`config.mk`:
```
export PLATFORM = sky130hd
export DESIGN_NAME = sas_sequencer
export DESIGN_NICKNAME = d
export VERILOG_FILES = /design/src/sas_pkg.sv /design/src/sas_clkdiv.sv /design/src/sas_sequencer.sv
export SDC_FILE = /design/constraint.sdc
export NUM_CORES = 1
export LEC_CHECK = 0
export ABC_AREA = 1
export BUFFER_PORTS_ARGS = -buffer_cell sky130_fd_sc_hd__buf_4
export CORE_AREA = 8 8 101 103
export DETAILED_ROUTE_END_ITERATION = 8
export DIE_AREA = 0 0 109 111
export HOLD_SLACK_MARGIN = 0.06
export PLACE_DENSITY = 0.7
export SYNTH_ARGS = -nofsm -noshare
export SYNTH_HDL_FRONTEND = slang
export SYNTH_SLANG_ARGS = --single-unit
```
`constraint.sdc`:
```
create_clock -name clk_i -period 1.6 [get_ports clk_i]
set_input_delay 0.08 -clock clk_i [delete_from_list [all_inputs] [get_ports clk_i]]
set_output_delay 0.08 -clock clk_i [all_outputs]
set_load 0.005 [all_outputs]
```
`src/sas_pkg.sv`:
```
// package for the successive-approximation converter sequencer
package sas_pkg;
    // register byte addresses (one word each, all aligned except control at f7)
    localparam logic [7:0] OFF_CONTROL   = 8'hf7;
    localparam logic [7:0] OFF_RES_HIGH  = 8'hf8;
    localparam logic [7:0] OFF_RES_LOW   = 8'hfc;
    localparam logic [7:0] OFF_IRQ_STAT  = 8'he0;
    localparam logic [7:0] OFF_IRQ_MASK  = 8'he4;
    localparam logic [7:0] OFF_DIG_IN    = 8'he8;
    // control register fields
    localparam int CTL_START_BIT = 0;
    localparam int CTL_SPEED_LSB = 1;
    localparam int CTL_EOC_BIT   = 3;
    localparam int CTL_CHAN_LSB  = 4;
    localparam logic [7:0] CONTROL_RESET = 8'h00;
    localparam logic [1:0] MASK_RESET    = 2'h0;
    // conversion geometry and timing, in conversion clocks
    localparam int RESULT_BITS  = 10;
    localparam int CHANNELS     = 9;
    localparam int CLK_PER_BIT  = 4;
    localparam int SETUP_CLOCKS = 10;
    localparam logic [9:0] SAR_MIDPOINT = 10'h200;
    // oscillator division per speed code
    localparam logic [4:0] DIV_CODE00 = 5'h10;
    localparam logic [4:0] DIV_CODE01 = 5'h08;
    localparam logic [4:0] DIV_CODE10 = 5'h04;
    localparam logic [4:0] DIV_CODE11 = 5'h01;
    // interrupt status bits
    localparam int IRQ_DONE_BIT  = 0;
    localparam int IRQ_START_BIT = 1;
    // control fields carried together
    typedef struct packed {
        logic [3:0] chan;
        logic       eoc;
        logic [1:0] speed;
        logic       start;
    } sas_ctl_t;
    // sequencer states
    typedef enum logic [2:0] {
        ST_IDLE  = 3'b001,
        ST_SETUP = 3'b010,
        ST_TRIAL = 3'b100
    } sas_state_t;
endpackage

```
`src/sas_clkdiv.sv`:
```
// conversion clock enable divider selected by the speed code
module sas_clkdiv (
    // clock and reset
    input  wire logic       clk_i,
    input  wire logic       rst_i,
    // control
    input  wire logic       run_i,
    input  wire logic [1:0] speed_i,
    // one-cycle conversion clock enable
    output logic            tick_o
);
    logic [4:0] count;
    logic [4:0] div;

    // speed code to division ratio
    assign div = (speed_i == 2'b00) ? sas_pkg::DIV_CODE00 :
                 (speed_i == 2'b01) ? sas_pkg::DIV_CODE01 :
                 (speed_i == 2'b10) ? sas_pkg::DIV_CODE10 : sas_pkg::DIV_CODE11;
    assign tick_o = run_i && (count == div - 5'h01);

    // divider counter, held at zero while idle
    always_ff @(posedge clk_i)
    begin
        if (rst_i || !run_i || tick_o)
            count <= 5'h00;
        else
            count <= count + 5'h01;
    end
endmodule

```
`src/sas_sequencer.sv`:
```
// successive-approximation converter sequencer with wishbone registers
// Summary of operation
// - ten-bit result by successive approximation, one comparator decision per bit
// - approximation register loads midpoint code at every conversion start
// - approximation register updates after each comparison until ten bits done
// - upper control nibble selects one of nine inputs, one at a time
// - writing one to control bit zero starts a conversion
// - control bits two and one select the conversion clock rate
// - four conversion clocks per bit plus ten set-up clocks
// - end-of-conversion bit three set after the full clock count
// - upper eight bits to high register, lower two to low, then idle
// - new conversion overwrites results without protection
// - analog pins remain readable as digital inputs
//
// Added by the designer: register access over Wishbone.
module sas_sequencer #(
    parameter int NUM_CHAN = sas_pkg::CHANNELS
) (
    // clock and reset
    input  wire logic                clk_i,
    input  wire logic                rst_i,
    // wishbone slave
    input  wire logic                cyc_i,
    input  wire logic                stb_i,
    input  wire logic                we_i,
    input  wire logic [7:0]          adr_i,
    input  wire logic [3:0]          sel_i,
    input  wire logic [31:0]         dat_i,
    output logic [31:0]              dat_o,
    output logic                     ack_o,
    // analog front end
    input  wire logic                cmp_i,
    output logic [9:0]               dac_o,
    output logic [NUM_CHAN-1:0]      mux_sel_o,
    output logic                     sample_o,
    // analog pins as digital inputs
    input  wire logic [NUM_CHAN-1:0] pin_i,
    // interrupt
    output logic                     irq_o
);
    // refuse channel counts that the four-bit channel field cannot address
    if (NUM_CHAN < 1 || NUM_CHAN > 16)
    begin : g_bad_chan
        $error("channel count must be 1 to 16");
    end

    sas_pkg::sas_ctl_t   ctl;
    sas_pkg::sas_state_t state;
    logic [9:0]  sar;
    logic [9:0]  bitmask;
    logic [3:0]  step;
    logic [1:0]  phase;
    logic        cmp_s1;
    logic        cmp_s2;
    logic [NUM_CHAN-1:0] pin_s1;
    logic [NUM_CHAN-1:0] pin_s2;
    logic [7:0]  res_high;
    logic [1:0]  res_low;
    logic [1:0]  irq_stat;
    logic [1:0]  irq_mask;
    logic [31:0] next_dat;

    // bus decode
    // a request is taken only while ack is low, so one strobe never acts twice
    wire req       = cyc_i && stb_i && !ack_o;
    wire wr_lane0  = req && we_i && sel_i[0];
    wire rd        = req && !we_i;
    wire hit_ctl   = adr_i == sas_pkg::OFF_CONTROL;
    wire hit_hi    = adr_i == sas_pkg::OFF_RES_HIGH;
    wire hit_lo    = adr_i == sas_pkg::OFF_RES_LOW;
    wire hit_stat  = adr_i == sas_pkg::OFF_IRQ_STAT;
    wire hit_mask  = adr_i == sas_pkg::OFF_IRQ_MASK;
    wire hit_dig   = adr_i == sas_pkg::OFF_DIG_IN;
    wire start_req = wr_lane0 && hit_ctl && dat_i[sas_pkg::CTL_START_BIT];
    wire busy      = state != sas_pkg::ST_IDLE;
    wire go        = start_req && !busy;
    wire stat_rd   = rd && hit_stat;

    // conversion clock enable
    wire tick;
    sas_clkdiv u_div (
        .clk_i   (clk_i),
        .rst_i   (rst_i),
        .run_i   (busy),
        .speed_i (ctl.speed),
        .tick_o  (tick)
    );

    // sequencing events
    wire setup_end = (state == sas_pkg::ST_SETUP) && tick && step == 4'(sas_pkg::SETUP_CLOCKS - 1);
    wire decide    = (state == sas_pkg::ST_TRIAL) && tick && phase == 2'(sas_pkg::CLK_PER_BIT - 1);
    wire last_bit  = decide && bitmask[0];
    wire [9:0] kept = cmp_s2 ? sar : (sar & ~bitmask);

    // front end drive
    assign dac_o    = sar;
    assign sample_o = busy;
    assign irq_o    = |(irq_stat & irq_mask);

    // one-hot channel select, unused codes select nothing
    genvar g;
    generate
        for (g = 0; g < NUM_CHAN; g++)
        begin : g_mux
            assign mux_sel_o[g] = busy && (ctl.chan == 4'(g));
        end
    endgenerate

    // input synchronisers
    // comparator and pins are asynchronous, two flops guard against metastability
    always_ff @(posedge clk_i)
    begin
        cmp_s1 <= cmp_i;
        cmp_s2 <= cmp_s1;
        pin_s1 <= pin_i;
        pin_s2 <= pin_s1;
    end

    // control register: channel and speed only change while idle
    // a write during a conversion is dropped whole, so the running channel cannot move
    always_ff @(posedge clk_i)
    begin
        if (rst_i)
            ctl <= sas_pkg::CONTROL_RESET;
        else if (wr_lane0 && hit_ctl && !busy)
        begin
            ctl.chan  <= dat_i[sas_pkg::CTL_CHAN_LSB +: 4];
            ctl.speed <= dat_i[sas_pkg::CTL_SPEED_LSB +: 2];
            ctl.start <= dat_i[sas_pkg::CTL_START_BIT];
            if (go)
                ctl.eoc <= 1'b0;
        end
        else if (last_bit)
        begin
            ctl.start <= 1'b0;
            ctl.eoc   <= 1'b1;
        end
    end

    // state machine and approximation register
    always_ff @(posedge clk_i)
    begin
        if (rst_i)
        begin
            state   <= sas_pkg::ST_IDLE;
            sar     <= 10'h000;
            bitmask <= 10'h000;
            step    <= 4'h0;
            phase   <= 2'h0;
        end
        else
        begin
            case (state)
                sas_pkg::ST_IDLE:
                begin
                    if (go)
                    begin
                        state   <= sas_pkg::ST_SETUP;
                        sar     <= sas_pkg::SAR_MIDPOINT;
                        bitmask <= sas_pkg::SAR_MIDPOINT;
                        step    <= 4'h0;
                        phase   <= 2'h0;
                    end
                end
                sas_pkg::ST_SETUP:
                begin
                    if (setup_end)
                        state <= sas_pkg::ST_TRIAL;
                    else if (tick)
                        step <= step + 4'h1;
                end
                sas_pkg::ST_TRIAL:
                begin
                    if (tick)
                        phase <= phase + 2'h1;
                    if (decide)
                    begin
                        sar     <= kept | (bitmask >> 1);
                        bitmask <= bitmask >> 1;
                        if (last_bit)
                            state <= sas_pkg::ST_IDLE;
                    end
                end
                default:
                    state <= sas_pkg::ST_IDLE;
            endcase
        end
    end

    // result registers, overwritten by each completion
    // nothing guards an unread result, software reads it before the next start
    always_ff @(posedge clk_i)
    begin
        if (rst_i)
        begin
            res_high <= 8'h00;
            res_low  <= 2'h0;
        end
        else if (last_bit)
        begin
            res_high <= kept[9:2];
            res_low  <= kept[1:0];
        end
    end

    // interrupt status: set wins over read clear
    // a completion that lands on the clearing read is kept, so no event is lost
    always_ff @(posedge clk_i)
    begin
        if (rst_i)
            irq_stat <= 2'h0;
        else
        begin
            irq_stat[sas_pkg::IRQ_DONE_BIT]  <= last_bit ||
                (irq_stat[sas_pkg::IRQ_DONE_BIT] && !stat_rd);
            irq_stat[sas_pkg::IRQ_START_BIT] <= go ||
                (irq_stat[sas_pkg::IRQ_START_BIT] && !stat_rd);
        end
    end

    // interrupt mask
    always_ff @(posedge clk_i)
    begin
        if (rst_i)
            irq_mask <= sas_pkg::MASK_RESET;
        else if (wr_lane0 && hit_mask)
            irq_mask <= dat_i[1:0];
    end

    // read mux, unmapped addresses read zero
    always_comb
    begin
        next_dat = 32'h0000_0000;
        if (hit_ctl)
            next_dat[7:0] = ctl;
        else if (hit_hi)
            next_dat[7:0] = res_high;
        else if (hit_lo)
            next_dat[1:0] = res_low;
        else if (hit_stat)
            next_dat[1:0] = irq_stat;
        else if (hit_mask)
            next_dat[1:0] = irq_mask;
        else if (hit_dig)
            next_dat[NUM_CHAN-1:0] = pin_s2;
    end

    // one-cycle acknowledge with registered read data
    // ack drops one cycle after it rose because req excludes ack
    always_ff @(posedge clk_i)
    begin
        if (rst_i)
        begin
            ack_o <= 1'b0;
            dat_o <= 32'h0000_0000;
        end
        else
        begin
            ack_o <= req;
            if (rd)
                dat_o <= next_dat;
        end
    end

    // helper: conversion clocks counted from start, checked at completion
    logic [5:0] ticks_seen;
    always_ff @(posedge clk_i)
    begin
        if (rst_i || go)
            ticks_seen <= 6'h00;
        else if (tick)
            ticks_seen <= ticks_seen + 6'h01;
    end

    // assertions
    a_start_midpoint: assert property (@(posedge clk_i) disable iff (rst_i)
        go |=> sar == sas_pkg::SAR_MIDPOINT && state == sas_pkg::ST_SETUP)
        else $error("conversion did not start at midpoint");
    a_start_clears_eoc: assert property (@(posedge clk_i) disable iff (rst_i)
        go |=> !ctl.eoc && ctl.start)
        else $error("start did not clear end flag");
    a_done_sets_eoc: assert property (@(posedge clk_i) disable iff (rst_i)
        last_bit |=> ctl.eoc && !ctl.start && state == sas_pkg::ST_IDLE)
        else $error("completion did not set end flag");
    a_result_split: assert property (@(posedge clk_i) disable iff (rst_i)
        last_bit |=> {res_high, res_low} == $past(kept))
        else $error("result registers wrong");
    a_setup_length: assert property (@(posedge clk_i) disable iff (rst_i)
        $rose(state == sas_pkg::ST_TRIAL) |-> $past(step) == 4'(sas_pkg::SETUP_CLOCKS - 1))
        else $error("setup period wrong length");
    a_bit_update: assert property (@(posedge clk_i) disable iff (rst_i)
        decide && !last_bit |=> bitmask == ($past(bitmask) >> 1))
        else $error("approximation did not advance");
    a_tick_rate10: assert property (@(posedge clk_i) disable iff (rst_i)
        tick && busy && ctl.speed == 2'b10 |=> !tick [*3] ##1 (tick || !busy))
        else $error("speed 10 tick spacing wrong");
    a_fast_tick: assert property (@(posedge clk_i) disable iff (rst_i)
        busy && $past(busy) && ctl.speed == 2'b11 |-> tick)
        else $error("speed 11 should tick every cycle");
    a_one_channel: assert property (@(posedge clk_i) disable iff (rst_i)
        $onehot0(mux_sel_o))
        else $error("more than one channel selected");
    a_ack_one: assert property (@(posedge clk_i) disable iff (rst_i)
        ack_o |=> !ack_o)
        else $error("ack held too long");

    // assertions: timing, protection and results
    a_conv_length: assert property (@(posedge clk_i) disable iff (rst_i)
        last_bit |-> ticks_seen == 6'(sas_pkg::RESULT_BITS * sas_pkg::CLK_PER_BIT + sas_pkg::SETUP_CLOCKS - 1))
        else $error("conversion clock count wrong");
    a_rate01_gap: assert property (@(posedge clk_i) disable iff (rst_i)
        tick && !last_bit && ctl.speed == 2'b01 |=> !tick [*7] ##1 tick)
        else $error("speed 01 tick spacing wrong");
    a_setup_midpoint: assert property (@(posedge clk_i) disable iff (rst_i)
        state == sas_pkg::ST_SETUP |-> sar == sas_pkg::SAR_MIDPOINT)
        else $error("trial code moved during set-up");
    a_frozen_fields: assert property (@(posedge clk_i) disable iff (rst_i)
        busy |=> ctl.chan == $past(ctl.chan) && ctl.speed == $past(ctl.speed))
        else $error("channel or speed moved during conversion");
    a_idle_no_mux: assert property (@(posedge clk_i) disable iff (rst_i)
        !busy |-> mux_sel_o == '0)
        else $error("channel selected while idle");
    a_busy_start: assert property (@(posedge clk_i) disable iff (rst_i)
        busy |-> ctl.start)
        else $error("start bit low during conversion");
    a_eoc_sticky: assert property (@(posedge clk_i) disable iff (rst_i)
        ctl.eoc && !go |=> ctl.eoc)
        else $error("end flag lost without a start");
    a_result_hold: assert property (@(posedge clk_i) disable iff (rst_i)
        !last_bit |=> $stable({res_high, res_low}))
        else $error("result changed outside completion");
    a_done_status: assert property (@(posedge clk_i) disable iff (rst_i)
        last_bit |=> irq_stat[sas_pkg::IRQ_DONE_BIT])
        else $error("completion did not set done status");
    a_ack_answer: assert property (@(posedge clk_i) disable iff (rst_i)
        req |=> ack_o)
        else $error("request not answered next cycle");

    c_conversion: cover property (@(posedge clk_i) disable iff (rst_i) last_bit);
    c_irq: cover property (@(posedge clk_i) disable iff (rst_i) $rose(irq_o));
    c_slow: cover property (@(posedge clk_i) disable iff (rst_i) go && dat_i[2:1] == 2'b00);
    c_fast: cover property (@(posedge clk_i) disable iff (rst_i) go && dat_i[2:1] == 2'b11);
    c_busy_write: cover property (@(posedge clk_i) disable iff (rst_i) start_req && busy);
endmodule

```
==> impl_results.md <==
* Die Y at 111 um
* Kind of end point of the critical path: output port
* Fmax at 0.649 GHz
* Register area share after synthesis at 0.456
* Core Area at 8550 um^2
* Final Hold Viols at 0
* Worst-path maximum fanout at 4
* # diodes at 0
* Antenna violations before repair at 0
* CP Launch Type: flip-flop
* Syn-to-layout area delta at 31.7%
* CTS root buf: clkbuf_8
* # rows at 34
* Critical setup path kind: flip-flop to output port
* Fillers at 813
* YS warnings at 0
* Post-route ant nets at 0
* GRT overflow at 0
* Total power at between 3000 and 4000 uW
* FF-to-FF Start: state[1]$_SDFFE_PP0P_
* Worst-path clk slew at 0.09 ns
* CTS tree: built
* Mean Syn Cell Area at ~7.4 um^2
* Fin. max-slew vios at 0
* Via count at 3583
* H-tree levels at 3
* Min-delay src: rst_i
* Peak VDD IR at 602 uV
* Share of cells above drive strength 1 at 0.230
* Crit path time final at 1.54 ns
* CTS Buf Count at 9
* Clock Sinks at 86
* Routability cong. at 0.870
* Leakage dissipation at 0.00206 uW
* Synth Register Bits at 86
* Hpwl dp at 7210 um
* Chip Width at 109 um
* Fin crit share at 0.963
* R2r worst-path depth at 9
* Worst Hold Class: input port to flip-flop
* First-pass GRT wire length at 16100 um
* Layout Nets at 679
* Largest net degree at the start of global routing at 30
* Outcome: finished clean
* Max-cap violations at 0
* Post-Layout Cell Count at 729
* Die area at 12100 um^2
* Hold Path Cell Cnt at 2
* Wirelength per Cell at between 10 and 15 um
* Vias per cell at 4.91
* Reg2reg end: phase[0]$_SDFFE_PP0P_
* Worst setup margin at 0.0585 ns
* Clock Latency Late Sink at 0.36 ns
* DRC violations left at 0
* DR pass1 iterations at 4
* Library cells used by synthesis at 34
* Vias in the first global route at 3465
* PwrDens at 800 nW/um^2
* Pre-CTS WS at -0.0302 ns
* Iter 0 DRT Violations at 133
* Clock tree buffer depth at 2
* Final wirelength at 9780 um
* Synth Instances at 510
* IO Count at between 100 and 150
* Synth Cell Area at 3770 um^2
* WHS Endpoint: res_high[3]$_SDFFE_PP0P_
* IO buf count at 61
* Clk_skew at approximately 0.010 ns
* Setup violators final at 0
* Dpl cells at approximately 690
* Internal reg-to-reg setup slack at 0.10 ns
* Overall Global Routing Usage at 0.163
* Starting Density at 0.441
* Worst Path Required at 1.52 ns
* Crit path DAT at about 1.5 ns
## worst max-delay path: stages, from the launching register on
cell      delay, ns
dfxtp_1        0.32
inv_2          0.10
nand3b_4       0.10
buf_4          0.15
buf_4          0.13
nand2_1        0.11
nor2_1         0.06
buf_4          0.14
## through the flow
step | utilization | area (um^2) | TNS (ns) | hold WS [ns]
finish | 0.581 | 4970 | 0 | 0.117
global route | 0.581 | 4970 | -0.0128 | 0.107
CTS | 0.565 | 4830 | -0.0144 | 0.0974
detailed placement | 0.518 | 4430 | -0.0798 | 0.186
global placement | 0.518 | 4430 | -0.0127 | 0.185
floorplan | - | 3860 | 0 | 0.108
## cell families (layout without fill, tap and decap cells)
kind of cell,Yosys count,after routing,share of synthesized area
other,1,23,0.000994
adders and majority gates,4,4,0.0133
AOI/OAI and AO/OA,79,79,0.114
xor gates and xnor gates,4,4,0.00929
buffers and inverters,86,175,0.116
DFF,86,86,0.456
and+or+nand+nor,250,250,0.290
## worst max-delay path by stage
stage	slack (ns)	start	end	cells after the start
floorplan	0.15	u_div.count[0]$_SDFF_PP0_	phase[0]$_SDFFE_PP0P_	8
global placement	-0.01	ack_o$_SDFF_PP0_	ctl[1]$_SDFFE_PP0P_	8
detailed placement	-0.03	ctl[2]$_SDFFE_PP0P_	phase[0]$_SDFFE_PP0P_	8
CTS	-0.008	ack_o$_SDFF_PP0_	ctl[2]$_SDFFE_PP0P_	8
global route	-0.009	state[1]$_SDFFE_PP0P_	mux_sel_o[0]	7
finish	0.06	state[1]$_SDFFE_PP0P_	mux_sel_o[0]	7
## cell type report
type / count / area [um^2] / area share
tap: 108 / 135 / 0.0272
inverter: 49 / 186 / 0.0375
clock inverter: 6 / 70.1 / 0.0141
sequential: 86 / 1730 / 0.348
clock buffer: 10 / 138 / 0.0277
timing repair buffer: 110 / 908 / 0.183
multi-input combinational: 360 / 1800 / 0.363
## metal layers
layer,share of wire,wire [um],up-vias,GRT usage
li1,-,-,1812,-
met1,0.43,4220,1642,0.202
met2,0.47,4600,109,0.257
met3,0.074,721,20,0.0436
met4,0.023,225,0,0.0721
met5,0,0,-,0
## Yosys cell counts
| library cell | number | area share |
|---|---|---|
| nor2_4 | 1 | 0.0030 |
| nand3b_2 | 1 | 0.0030 |
| a41oi_1 | 6 | 0.014 |
| inv_2 | 2 | 0.0020 |
| nand2_2 | 1 | 0.0017 |
| o21ai_0 | 29 | 0.038 |
| inv_1 | 47 | 0.047 |
| dfxtp_1 | 86 | 0.46 |
| nand4_1 | 6 | 0.0099 |
| ha_1 | 4 | 0.013 |
| conb_1 | 1 | 0.00099 |
| nor4_1 | 2 | 0.0033 |
| nand2_1 | 123 | 0.12 |
| nand3b_1 | 1 | 0.0020 |
| nor3_1 | 6 | 0.0080 |
| xnor2_1 | 1 | 0.0023 |
| o21a_1 | 1 | 0.0020 |
| a31oi_1 | 1 | 0.0017 |
| nor3b_1 | 1 | 0.0020 |
| or2_0 | 2 | 0.0033 |
| nand4_2 | 2 | 0.0066 |
| clkbuf_1 | 9 | 0.0090 |
| nor2_2 | 2 | 0.0033 |
| buf_2 | 1 | 0.0013 |
| and3_1 | 1 | 0.0017 |
| nand4_4 | 2 | 0.011 |
| o21ai_1 | 1 | 0.0013 |
| nor2_1 | 68 | 0.068 |
| buf_4 | 24 | 0.048 |
| xor2_1 | 3 | 0.0070 |
| buf_6 | 3 | 0.0090 |
| nand3_1 | 31 | 0.041 |
| a21oi_1 | 37 | 0.049 |
| a21boi_0 | 4 | 0.0080 |
## power by group
| group | internal [uW] | switching, uW | total [uW] | leakage [uW] |
|---|---|---|---|---|
| logic | 116 | 113 | 229 | 0.00126 |
| clock network | 771 | 788 | 1560 | 0.0000951 |
| registers | 2180 | 14.3 | 2190 | 0.000703 |
| total | 3060 | 915 | 3980 | 0.00206 |
## cell usage in the layout (no fill, tap or decap), types with 3 or more instances in the layout
cell type | synthesis | final
o21ai_0 | 29 | 26
nor2_4 | 1 | 3
nand4_4 | 2 | 3
nand2_1 | 123 | 119
nor2_1 | 68 | 65
conb_1 | 1 | 23
a21oi_1 | 37 | 37
inv_2 | 2 | 3
clkinvlp_4 | 0 | 3
dfxtp_2 | 0 | 6
o21ai_1 | 1 | 4
xor2_1 | 3 | 3
nand2_2 | 1 | 3
ha_1 | 4 | 4
nand3_1 | 31 | 27
buf_6 | 3 | 4
nor2_2 | 2 | 3
clkbuf_8 | 0 | 10
inv_1 | 47 | 45
nand4_1 | 6 | 6
buf_4 | 24 | 87
dlygate4sd3_1 | 0 | 17
nor3_1 | 6 | 3
nand3_2 | 0 | 4
a41oi_1 | 6 | 6
a21boi_0 | 4 | 4
dfxtp_1 | 86 | 80
nor3_2 | 0 | 3
## what timing repair did
item,in CTS,in global routing
pin swaps,0,3
gates resized for setup,5,33
endpoints found under the setup margin,13,60
hold endpoints to repair,18,0
hold buffers,17,0
setup buffers,0,4
## state kept, by name (all words and copies together), names as in the netlist
register,flops
pin_s1,9
bitmask,10
irq_stat,2
phase,2
step,4
cmp_s2,1
ctl,8
pin_s2,9
dat_o,9
res_low,2
irq_mask,2
dac_o,10
state,3
cmp_s1,1
ack_o,1
u_div.count,5
res_high,8
Power figures use the tool's default switching activity.
